File: src/verilog/lcdfr_pkg.sv
/*
 * Package for the panel frame rate divider: register map, field positions,
 * reset values, duty codes and divider constants.
 * Assumes a single 250 MHz system clock domain and an APB register port.
 */
package lcdfr_pkg;

	// ==========================================================
	// register map
	localparam logic [11:0] FRR_IDX         = 12'h0e6;
	localparam logic [11:0] FRR_ADDR        = FRR_IDX << 2;
	localparam logic [11:0] CTRL_ADDR       = 12'h39c;
	localparam logic [11:0] STAT_ADDR       = 12'h3a0;
	localparam logic [7:0]  FRR_RESET       = 8'h00;
	localparam logic [7:0]  FRR_WMASK       = 8'h77;
	localparam int          PS_LSB          = 4;
	localparam int          CD_LSB          = 0;
	localparam int          CTRL_CS_BIT     = 0;
	localparam int          CTRL_DUTY_LSB   = 1;
	localparam logic [2:0]  CTRL_RESET      = 3'h0;

	// ==========================================================
	// duty codes and frame factors
	typedef enum logic [1:0]
	{
		DUTY_STATIC  = 2'h0,
		DUTY_HALF    = 2'h1,
		DUTY_THIRD   = 2'h2,
		DUTY_QUARTER = 2'h3
	} lcdfr_duty_t;

	localparam logic [3:0] K_NORMAL = 4'h8;
	localparam logic [3:0] K_THIRD  = 4'h6;

	// ==========================================================
	// frame rate configuration carrier
	typedef struct packed
	{
		logic [2:0] prescalerTapSelect;
		logic [2:0] frameClockDivide;
	} lcdfr_cfg_t;

	// ==========================================================
	// apb request carrier
	typedef struct packed
	{
		logic        sel;
		logic        enable;
		logic        write;
		logic [11:0] addr;
		logic [31:0] wdata;
	} lcdfr_apb_t;

endpackage

File: src/verilog/lcdfr_frame_divider.sv
/*
 * Panel frame rate divider: APB register slave, clock source choice,
 * tap prescaler, 1..8 clock divider and frame-start pulse generation.
 * Assumes the asynchronous oscillator arrives as a pin and is sampled
 * in the system clock domain; its rate must be well below sys_clk / 2.
 */
// Overview of operation
// (RL1) Bits 7 and 3 of the frame rate register read as zero and do nothing.
// (RL2) Bits 6:4 pick prescaler divisor N of 16,64,128,256,512,1024,2048,4096.
// (RL3) The prescaler tap feeds a divider whose output is the prescaled clock.
// (RL4) Bits 2:0 set divider ratio D to the field value plus one.
// (RL5) Frame rate is input clock over K*N*D, K being 8 for static,1/2,1/4.
// (RL6) With one-third duty a frame spans 6*N*D input clock cycles.
// (RL7) Source select zero uses the system clock, one the external clock.
// (RL8) Duty select 00 static, 01 half, 10 third, 11 quarter sets K.
// (RL9) Free-running counters give a frame-start pulse every K*N*D ticks.
module lcdfr_frame_divider
	import lcdfr_pkg::*;
(
	input  wire logic        sys_clk,
	input  wire logic        rst,
	input  wire logic        psel,
	input  wire logic        penable,
	input  wire logic        pwrite,
	input  wire logic [11:0] paddr,
	input  wire logic [31:0] pwdata,
	output logic             pready,
	output logic [31:0]      prdata,
	output logic             pslverr,
	input  wire logic        extClock,
	output logic             prescaledPanelClock,
	output logic             frameStart
);

	// ==========================================================
	// functions
	function automatic logic [11:0] tapMax(input logic [2:0] sel);
		case (sel)
			3'h0:    tapMax = 12'h00f;
			3'h1:    tapMax = 12'h03f;
			3'h2:    tapMax = 12'h07f;
			3'h3:    tapMax = 12'h0ff;
			3'h4:    tapMax = 12'h1ff;
			3'h5:    tapMax = 12'h3ff;
			3'h6:    tapMax = 12'h7ff;
			default: tapMax = 12'hfff;
		endcase
	endfunction

	function automatic logic [3:0] kFactor(input lcdfr_duty_t duty);
		kFactor = (duty == DUTY_THIRD) ? K_THIRD : K_NORMAL;
	endfunction

	// ==========================================================
	// registers and bus
	lcdfr_cfg_t  cfg_r;
	logic        panelClockSourceSelect_r;
	lcdfr_duty_t dutySelect_r;
	lcdfr_apb_t  req;
	logic        access;
	logic        mapped;
	logic [31:0] rdata_nxt;

	assign req.sel    = psel;
	assign req.enable = penable;
	assign req.write  = pwrite;
	assign req.addr   = paddr;
	assign req.wdata  = pwdata;
	assign access = req.sel && req.enable;
	assign mapped = (req.addr == FRR_ADDR) || (req.addr == CTRL_ADDR)
		|| (req.addr == STAT_ADDR);

	always_ff @(posedge sys_clk or posedge rst)
	begin
		if (rst)
		begin
			cfg_r.prescalerTapSelect <= FRR_RESET[PS_LSB +: 3];
			cfg_r.frameClockDivide   <= FRR_RESET[CD_LSB +: 3];
		end
		else if (access && pready && req.write && req.addr == FRR_ADDR)
		begin
			cfg_r.prescalerTapSelect <= req.wdata[PS_LSB +: 3]; // [RL2]
			cfg_r.frameClockDivide   <= req.wdata[CD_LSB +: 3]; // [RL4]
		end
	end

	always_ff @(posedge sys_clk or posedge rst)
	begin
		if (rst)
		begin
			panelClockSourceSelect_r <= CTRL_RESET[CTRL_CS_BIT];
			dutySelect_r             <= DUTY_STATIC;
		end
		else if (access && pready && req.write && req.addr == CTRL_ADDR)
		begin
			panelClockSourceSelect_r <= req.wdata[CTRL_CS_BIT];
			dutySelect_r <= lcdfr_duty_t'(req.wdata[CTRL_DUTY_LSB +: 2]);
		end
	end

	// ==========================================================
	// source select and tap prescaler
	logic        extSync1_r;
	logic        extSync2_r;
	logic        extPrev_r;
	logic        panelTick;
	logic [11:0] prescaleCnt_r;
	logic        tapTick;

	always_ff @(posedge sys_clk or posedge rst)
	begin
		if (rst)
		begin
			extSync1_r <= 1'b0;
			extSync2_r <= 1'b0;
			extPrev_r  <= 1'b0;
		end
		else
		begin
			extSync1_r <= extClock;
			extSync2_r <= extSync1_r;
			extPrev_r  <= extSync2_r;
		end
	end

	// one tick per panel input clock period
	assign panelTick = panelClockSourceSelect_r ?
		(extSync2_r && !extPrev_r) : 1'b1; // [RL7]
	assign tapTick = panelTick
		&& (prescaleCnt_r >= tapMax(cfg_r.prescalerTapSelect)); // [RL2]

	always_ff @(posedge sys_clk or posedge rst)
	begin
		if (rst)
			prescaleCnt_r <= 12'h000;
		else if (tapTick)
			prescaleCnt_r <= 12'h000; // [RL9]
		else if (panelTick)
			prescaleCnt_r <= prescaleCnt_r + 12'h001;
	end

	// ==========================================================
	// clock divider and frame counter
	logic [2:0] divCnt_r;
	logic       psTick;
	logic [3:0] frameCnt_r;

	assign psTick = tapTick
		&& (divCnt_r >= cfg_r.frameClockDivide); // [RL4] [RL3]

	always_ff @(posedge sys_clk or posedge rst)
	begin
		if (rst)
			divCnt_r <= 3'h0;
		else if (psTick)
			divCnt_r <= 3'h0;
		else if (tapTick)
			divCnt_r <= divCnt_r + 3'h1;
	end

	always_ff @(posedge sys_clk or posedge rst)
	begin
		if (rst)
			prescaledPanelClock <= 1'b0;
		else if (psTick)
			prescaledPanelClock <= !prescaledPanelClock; // [RL3]
	end

	// frame = K prescaled ticks, K from duty
	always_ff @(posedge sys_clk or posedge rst)
	begin
		if (rst)
		begin
			frameCnt_r <= 4'h0;
			frameStart <= 1'b0;
		end
		else
		begin
			frameStart <= 1'b0;
			if (psTick)
			begin
				if (frameCnt_r >= kFactor(dutySelect_r) - 4'h1) // [RL5] [RL6] [RL8]
				begin
					frameCnt_r <= 4'h0;
					frameStart <= 1'b1; // [RL9]
				end
				else
					frameCnt_r <= frameCnt_r + 4'h1;
			end
		end
	end

	// ==========================================================
	// read data and bus answer
	always_comb
	begin
		rdata_nxt = 32'h0000_0000;
		case (req.addr)
			FRR_ADDR:
				rdata_nxt[7:0] = {1'b0, cfg_r.prescalerTapSelect, 1'b0,
					cfg_r.frameClockDivide}; // [RL1]
			CTRL_ADDR:
				rdata_nxt[2:0] = {dutySelect_r, panelClockSourceSelect_r};
			STAT_ADDR:
				rdata_nxt[4:0] = {prescaledPanelClock, frameCnt_r};
			default:
				rdata_nxt = 32'h0000_0000;
		endcase
	end

	always_ff @(posedge sys_clk or posedge rst)
	begin
		if (rst)
		begin
			pready  <= 1'b0;
			prdata  <= 32'h0000_0000;
			pslverr <= 1'b0;
		end
		else
		begin
			pready  <= req.sel && !req.enable;
			prdata  <= rdata_nxt;
			pslverr <= req.sel && !req.enable && !mapped;
		end
	end

endmodule

File: config.mk
export PLATFORM = sky130hd
export DESIGN_NAME = lcdfr_frame_divider
export DESIGN_NICKNAME = d
export VERILOG_FILES = /design/src/verilog/lcdfr_pkg.sv /design/src/verilog/lcdfr_frame_divider.sv
export SDC_FILE = /design/constraint.sdc
export NUM_CORES = 1
export LEC_CHECK = 0
export ABC_AREA = 1
export BUFFER_PORTS_ARGS = -buffer_cell sky130_fd_sc_hd__buf_4
export CAP_MARGIN = 20
export CORE_MARGIN = 1
export CORE_UTILIZATION = 51
export DETAILED_ROUTE_END_ITERATION = 12
export PLACE_DENSITY = 0.81
export SLEW_MARGIN = 20
export SYNTH_ARGS = -nofsm -noshare
export SYNTH_HDL_FRONTEND = slang
export SYNTH_SLANG_ARGS = --single-unit
File: constraint.sdc
create_clock -name sys_clk -period 2.53 [get_ports sys_clk]
set_input_delay 0 -clock sys_clk [delete_from_list [all_inputs] [get_ports sys_clk]]
set_output_delay 0 -clock sys_clk [all_outputs]
set_load 0.02 [all_outputs]
==> flow_summary.yaml, run 1 <==
global_routing:
  busiest_layer: "met2"
  grt_pass1_wl_um: 8290
  met2_usage_pct: 36.8
  antenna_found_initial: 0
  grt_max_degree: 18
  globalRouteTotalUtil_pct: 20.4
  grt_pass1_vias: 2007
  grt_overflow_total: 0
  use_met1_pct: 23.4
  use_met3_pct: 3.45
timing:
  setup_slack_ns: 0.521
  worst_clock_skew_ns: 0.00935
  setup_viol: 0
  hold_viol: 0
  rsz0062_at_grt: "false"
  min_period_over_period_pct: 79.4
  max-slew-margin-rel_pct: 64.1
  drv_slew: 0
  fmax_mhz: 498
  tns_ns: 0
  fin_crit_ns: 2.01
  tightest_slew_ns: 0.538
min_path:
  hold_class: "in2reg"
clock_network:
  h-tree-depth: 2
  cts_max_path_buffers: 2
  cts_setup_buffers: 0
  cts_resized: 0
  clkTransAtPathRegs_ns: 0.08
  clock-root-buffer: "clkbuf_8"
  cts-buffers-inserted: 5
  clkLatencyLatePin_ns: 0.29
  cts_sinks: 42
  cts_tree: "built"
layout:
  fin_nets: 429
  diodes: 0
  final_core_util_pct: 62.4
  syn_to_final_growth_pct: 16.7
  drive_gt1_share_pct: 15.9
routing:
  ant_nets: 0
  wirelength_um: 4930
  drt_iter0_markers: 98
  drtPass1Iterations: 4
  wl_per_cell_um: 11.4
  post_drt_via_cell_ratio: 4.88
  drc: 0
  vias: 2107
yosys:
  ys_seq_area_share_pct: 41.3
  syn_area_per_cell_um2: 8.02
  synth_seq_cells: 42
  synth_top_cell_by_area: "dfrtp_1"
  synthTopCellsByArea: "dfrtp_1 41%, nand2_1 11%, buf_4 7.4%"
  synth_cell_type_count: 35
  synth_top_area_share_pct: 41.3
  syn_inst: 317
  synth_area_um2: 2540
  yosys_warnings: 0
die:
  core_area_um2: 4750
  ios: 86
  die_w_um: 72.6
  dieArea_um2: 5270
  chipHeight_um: 72.6
  rows: 25
  start_util_pct: 53.5
placement:
  io_buffers: 34
  pre_cts_ws_ns: 0.511
  gp_congestion: 0.831
  hpwl_um: 3600
power:
  powerDensity_nw_per_um2: 647
  total_power_mw: 1.92
  leakagePower_nw: 1.57
  peakVddDrop_mv: 0.424
worst_setup_path:
  worstPathRequired_ns: 2.75
  crit_arrival_ns: 2.23
  cp-end-kind: "flip-flop"
  startpoint_type: "flip-flop"
  critical_path_class: "reg2reg"
  crit_fanout: 11
flow_run:
  drv_cap: 0
status:
  outcome: "finished clean"
-- per-stage QoR --
stage,instance area [µm²],hold WS [ns],cells
finish,2970,0.0574,432
global route,2970,0.0718,432
CTS,2970,0.0451,432
detailed placement,2770,0.0741,414
global placement,2770,0.0786,414
floorplan,2630,0.0314,341
-- critical path, stage by stage, from the launching register on --
cell and delay (ns):
dfrtp_1 0.46, nor3_1 0.31, ha_1 0.31, nand2_1 0.06
nand2_1 0.04, nand2_1 0.05, nand2_1 0.05, nand2_1 0.09
nand3_4 0.15, nand2_4 0.18, inv_1 0.12, nor2_1 0.11
-- sequential cells by signal (all words and copies together), names as in the netlist --
| signal | count |
|---|---|
| panelClockSourceSelect_r | 1 |
| pready | 1 |
| extPrev_r | 1 |
| pslverr | 1 |
| frameStart | 1 |
| extSync1_r | 1 |
| prdata | 7 |
| extSync2_r | 1 |
| prescaledPanelClock | 1 |
| dutySelect_r | 2 |
| frameCnt_r | 4 |
| cfg_r | 6 |
| prescaleCnt_r | 12 |
| divCnt_r | 3 |
-- final timing paths --
kind / end / cells after the start / from / slack (ns)
worst max-delay path: prescaleCnt_r[3] / 11 / cfg_r[5] / 0.52
worst min-delay path: prdata[2] / 3 / paddr[2] / 0.06
min in group asynchronous: divCnt_r[0] / 3 / rst / 0.30
max in group asynchronous: cfg_r[5] / 4 / rst / 1.60
worst min register to register: extSync2_r / 0 / extSync1_r / 0.35
worst max register to register: prescaleCnt_r[3] / 11 / cfg_r[5] / 0.52
-- cells in the final DEF, fill, tap and decap left out, types with 2 or more instances in the layout --
cell type      synthesis  final
dfrtp_1               42     42
ha_1                  15     15
and3_1                 2      2
clkbuf_8               0      6
nand3_1               22     22
nand4_1               15     15
o21ai_0                5      5
inv_1                 40     40
conb_1                 1     25
nor2_1                33     33
nand3_2                2      2
nand2_4                2      2
xor2_1                 4      4
o211ai_1               2      2
nor2_2                 3      3
o21ai_1                6      6
xnor2_1                3      3
buf_4                 25     36
nand2_1               73     73
a21oi_1                5      5
dlygate4sd3_1          0     10
-- cells by family after synthesis --
kind of cell / synth area share [%]
adders and majority gates: 7.38
DFF: 41.3
AOI/OAI and AO/OA: 4.87
and+or+nand+nor: 29.3
other: 0.147
buffers and inverters: 14.5
xor gates and xnor gates: 2.41
-- layer usage --
layer  wire length [µm]  up-vias  part of all wire (%)
li1                   -     1059                     -
met1               2030      978                    41
met2               2580       60                    52
met3                228       10                   4.6
met4                 92        0                   1.9
met5                  0        -                     0
-- cell type report --
type | instances | area, µm²
Tap cell | 67 | 83.8
Inverter | 41 | 154
Sequential cell | 42 | 1050
Multi-Input combinational cell | 228 | 1210
Timing Repair Buffer | 46 | 370
Fill cell | 455 | 1790
Clock inverter | 2 | 12.5
Clock buffer | 6 | 82.6
-- power by group --
group | leakage (nW) | total (mW) | switching (mW) | internal, mW
clock | 0.0472 | 0.448 | 0.228 | 0.219
combinational | 0.962 | 0.623 | 0.394 | 0.229
sequential | 0.564 | 0.849 | 0.0922 | 0.757
total | 1.57 | 1.92 | 0.715 | 1.21
-- cell usage after synthesis, drive strengths merged --
master / count
nand2: 76
a31oi: 1
a21o: 1
o22ai: 1
a21oi: 5
inv: 41
conb: 1
dfrtp: 42
ha: 15
nand3: 25
xnor2: 3
and3: 2
o211ai: 2
nand4: 16
clkbuf: 2
nor2: 37
xor2: 4
o21ai: 12
nand3b: 1
buf: 28
nor3: 2
-- what timing repair did --
item	4_1_cts	5_1_grt
hold endpoints to repair	22	0
hold buffers	10	0
endpoints found under the setup margin	0	0
No activity file was read; power rests on OpenSTA's default activity.
==> inputs of run 2 (changes only) <==
Clock period 2.53 ns to 2.05 ns, I/O delays scaled along.
==> run 2 against run 1 <==
Compared with the run above:
- critical endpoint is now prescaleCnt_r[2]
- via count down 0.24%
- global-route usage rose by 0.46 points
- die area is the same
- worst setup slack got worse by 0.33 ns
- largest cell class unchanged
- routed wire length unchanged
==> flow_summary.yaml, run 2 (synthesis results as in run 1) <==
status:
  outcome: "finished clean"
worst_setup_path:
  crit_arrival_ns: 2.09
  cp.buffers_inverters: 3
  cp-end-kind: "flip-flop"
  cp_top_family: "simple AND/OR/NAND/NOR gates"
  crit_chain: "buf_4 -> a21oi_1 -> ha_1 -> nand2_1 -> inv_1 -> nand2_1 -> nand2_1 -> nand2_1 -> nand3_4 -> nand2_4 -> inv_2 -> nor2_1"
  cp_slowest_stage_delay_ns: 0.45
  critical_path_depth: 12
  worstPathRequired_ns: 2.28
  critPathMostFrequentCell: "nand2_1"
  critical_path_class: "reg2reg"
  r2r_cells: 12
  worst_path_max_delay_cell: "dfrtp_2"
  startpoint_type: "flip-flop"
  crit_fanout: 11
min_path:
  hold_class: "in2reg"
  hold_path_depth: 3
die:
  dieArea_um2: 5270
  ios: 86
  chipHeight_um: 72.6
  start_util_pct: 53.5
  die_w_um: 72.6
  core_area_um2: 4750
  rows: 25
routing:
  drtPass1Iterations: 4
  drc: 0
  met3_length_um: 209
  wl_met1_um: 2110
  vias: 2102
  ant_nets: 0
  wl_per_cell_um: 11.4
  routed-wl-met2_um: 2490
  wirelength_um: 4930
  top_layer_used: "met4"
  drt_iter0_markers: 67
  post_drt_via_cell_ratio: 4.88
timing:
  rsz0062_at_grt: "false"
  tightest_slew_ns: 0.533
  setup_viol: 0
  drv_slew: 0
  worst_clock_skew_ns: 0.00771
  max-slew-margin-rel_pct: 64.5
  min_period_over_period_pct: 90.7
  hold_viol: 0
  hold_slack_ns: 0.0110
  fmax_mhz: 538
  fin_crit_ns: 1.86
  tns_ns: 0
  setup_slack_ns: 0.191
clock_network:
  clkLatencyLatePin_ns: 0.30
  h-tree-depth: 2
  clkTransAtPathRegs_ns: 0.08
  clock-root-buffer: "clkbuf_8"
  cts_setup_buffers: 0
  cts_max_path_buffers: 2
  cts-buffers-inserted: 5
  cts_sinks: 42
  cts_tree: "built"
global_routing:
  grt_pass1_vias: 2037
  grt_overflow_total: 0
  globalRouteTotalUtil_pct: 20.8
  grt_pass1_wl_um: 8450
  grt_max_degree: 43
  antenna_found_initial: 0
layout:
  final_core_util_pct: 62.2
  layout_commonest_cell: "nand2_1"
  diodes: 0
  largest_reg_flops: 12
  fin_nets: 428
  final_cell_area_um2: 2960
  top_register: "prescaleCnt_r"
  drive_gt1_share_pct: 17.0
  stdcell_count: 431
  reg_top3: "prescaleCnt_r (12), prdata (7), cfg_r (6)"
  syn_to_final_growth_pct: 16.3
  layout_common_cells: "73 x nand2_1, 39 x inv_1, 39 x dfrtp_1"
placement:
  gp_congestion: 0.844
  dpl_cell_area_um2: 2770
  pre_cts_ws_ns: 0.0752
  hpwl_um: 3560
  dp_cells: 414
  io_buffers: 34
power:
  total_power_mw: 2.34
  powerDensity_nw_per_um2: 792
  peakVddDrop_mv: 0.674
  leakagePower_nw: 1.56
flow_run:
  drv_cap: 0
==> run 2: power breakdown <==
part           leakage (nW)  switching (mW)  internal, mW
Sequential            0.559           0.117         0.934
Combinational         0.957           0.486         0.281
Clock                0.0452           0.282         0.240
Total                  1.56           0.886          1.46
==> run 2: worst min-delay path, stage by stage <==
cell,delay [ns]
buf_4,0.11
inv_1,0.07
o21ai_1,0.08
==> run 2: repair_timing <==
item | in CTS | in global routing
setup endpoints to repair | 0 | 7
resized for setup | 0 | 5
hold endpoints to repair | 50 | 0
hold buffers | 9 | 0
==> run 2: final timing paths <==
check                           start                to  slack (ns)
max reg2reg                  cfg_r[5]  prescaleCnt_r[2]        0.19
min                         pwdata[1]          cfg_r[1]        0.01
max in group asynchronous         rst          cfg_r[4]        1.26
min in group asynchronous         rst       divCnt_r[0]        0.38
min reg2reg                extSync1_r        extSync2_r        0.36
max                          cfg_r[5]  prescaleCnt_r[2]        0.19
==> run 2: layout make-up <==
type                            instances  area (µm²)
Sequential cell                        42        1050
Multi-Input combinational cell        228        1220
Clock buffer                            6        72.6
Timing Repair Buffer                   45         360
Inverter                               41         154
Tap cell                               67        83.8
Fill cell                             423        1800
Clock inverter                          2        13.8
==> run 2: layer usage <==
metal  GRT usage [%]  vias to the layer above
met2            38.0                       52
met5               0                        -
met1            23.1                      985
li1                -                     1054
met3            4.01                       11
met4            10.2                        0
==> inputs of run 3 (changes only) <==
Settings changed: HOLD_SLACK_MARGIN set to 0.03, SETUP_SLACK_MARGIN set to 0.4.
==> run 3 against run 2 <==
Compared with the run above:
- worst setup slack improved by 0.067 ns
- utilization is 3.2 points higher
- cell count up 1.2%
- die area is the same
- design area is 5.1% higher
- count of clock-buffer cells in the layout fell by 1
==> flow_summary.yaml, run 3 (synthesis results as in run 1) <==
power:
  powerDensity_nw_per_um2: 816
  peakVddDrop_mv: 0.368
  leakagePower_nw: 1.60
die:
  start_util_pct: 53.5
  rows: 25
  core_area_um2: 4750
  ios: 86
  die_w_um: 72.6
  chipHeight_um: 72.6
  dieArea_um2: 5270
status:
  outcome: "finished clean"
timing:
  setup_slack_ns: 0.258
  fin_crit_ns: 1.79
  fmax_mhz: 558
  min_period_over_period_pct: 87.4
  hold_slack_ns: 0.101
  tns_ns: 0
  setup_viol: 0
  worst_clock_skew_ns: 0.00651
  rsz0062_at_grt: "true"
  tightest_slew_ns: 0.507
  max-slew-margin-rel_pct: 66.2
  drv_slew: 0
  hold_viol: 0
placement:
  hpwl_um: 3620
  dp_cells: 414
  gp_congestion: 0.790
  io_buffers: 34
  pre_cts_ws_ns: 0.112
worst_setup_path:
  critPathMostFrequentCell: "buf_4"
  cp_top_family: "simple AND/OR/NAND/NOR gates"
  r2r_cells: 10
  crit_chain: "nor3_4 -> buf_4 -> ha_4 -> nand2_2 -> nor2_2 -> nand3_2 -> nand3_4 -> buf_4 -> nand4_1 -> nand2_1"
  cp.buffers_inverters: 2
  cp_slowest_stage_delay_ns: 0.47
  cp-end-kind: "flip-flop"
  crit_arrival_ns: 1.99
  rr_endpoint: "prescaledPanelClock"
  critical_path_class: "reg2reg"
  crit_fanout: 5
  r2r_start: "cfg_r[3]"
  startpoint_type: "flip-flop"
  critical_path_depth: 10
  worst_path_max_delay_cell: "dfrtp_2"
  rrSetupSlack_ns: 0.26
  worstPathRequired_ns: 2.25
global_routing:
  grt_pass1_wl_um: 8490
  globalRouteTotalUtil_pct: 21.0
  grt_overflow_total: 0
  grt_pass1_vias: 1888
  grt_max_degree: 43
  antenna_found_initial: 0
clock_network:
  cts_max_path_buffers: 2
  cts_sinks: 42
  clkTransAtPathRegs_ns: 0.09
  clock-root-buffer: "clkbuf_8"
  h-tree-depth: 2
  clkLatencyLatePin_ns: 0.30
  cts-buffers-inserted: 5
  cts_tree: "built"
layout:
  stdcell_count: 436
  largest_reg_flops: 12
  top_register: "prescaleCnt_r"
  diodes: 0
  layout_common_cells: "67 x nand2_1, 39 x inv_1, 39 x dfrtp_1"
  drive_gt1_share_pct: 21.4
  syn_to_final_growth_pct: 22.2
  reg_top3: "prescaleCnt_r (12), prdata (7), cfg_r (6)"
  fin_nets: 433
  layout_commonest_cell: "nand2_1"
min_path:
  hold_start: "psel"
  hold_class: "in2reg"
  hold_path_depth: 4
  min_to: "pslverr"
routing:
  wl_per_cell_um: 11.6
  post_drt_via_cell_ratio: 4.79
  wl_met1_um: 2270
  drtPass1Iterations: 4
  drc: 0
  drt_iter0_markers: 92
  vias: 2087
  ant_nets: 0
  met3_length_um: 225
  top_layer_used: "met4"
  routed-wl-met2_um: 2510
  wirelength_um: 5080
flow_run:
  drv_cap: 0
## run 3: worst max path at each step
stage	start	end	slack, ns
after floorplan	cfg_r[4]	prescaleCnt_r[9]	0.37
after global placement	cfg_r[4]	prescaleCnt_r[8]	0.14
after detailed placement	cfg_r[4]	prescaleCnt_r[8]	0.11
after CTS	cfg_r[5]	prescaledPanelClock	0.26
after global routing	cfg_r[3]	frameCnt_r[0]	0.16
final	cfg_r[3]	prescaledPanelClock	0.26
## run 3: power by group
group | total (mW) | leakage [nW] | internal, mW | switching [mW]
Clock | 0.556 | 0.0408 | 0.244 | 0.312
Sequential | 1.06 | 0.559 | 0.934 | 0.124
Combinational | 0.923 | 0.995 | 0.372 | 0.551
## run 3: timing repair
item,4_1_cts,5_1_grt
gates resized for setup,10,13
hold buffers,11,0
endpoints found under the setup margin,21,21
hold endpoints to repair,55,0
pin swaps,5,5
buffers inserted,2,1
## run 3: metal layers
layer  up-vias  global-route usage, %
met5         -                      0
met2        62                   35.9
met3         9                   3.59
met1       950                   27.3
li1       1066                      -
met4         0                   6.32
## run 3: cell type report
type | count | area, µm²
Clock buffer | 5 | 68.8
Inverter | 41 | 156
Clock inverter | 3 | 23.8
Tap cell | 67 | 83.8
Fill cell | 399 | 1650
Sequential cell | 42 | 1050
Multi-Input combinational cell | 228 | 1310
Timing Repair Buffer | 50 | 407
## run 3: stage by stage
step | power, mW | cell area (µm²) | util [%]
after floorplan | 1.70 | 2670 | -
after global placement | 1.81 | 2790 | 58.6
after detailed placement | 1.84 | 2790 | 58.6
after CTS | 2.50 | 3040 | 63.9
after global routing | 2.71 | 3110 | 65.4
final | 2.54 | 3110 | 65.4
## run 3: worst register-to-register path: stages (launching register included)
cell,delay (ns)
dfrtp_2,0.47
nor3_4,0.26
buf_4,0.16
ha_4,0.19
nand2_2,0.06
nor2_2,0.04
nand3_2,0.07
nand3_4,0.15
buf_4,0.18
nand4_1,0.06
nand2_1,0.06
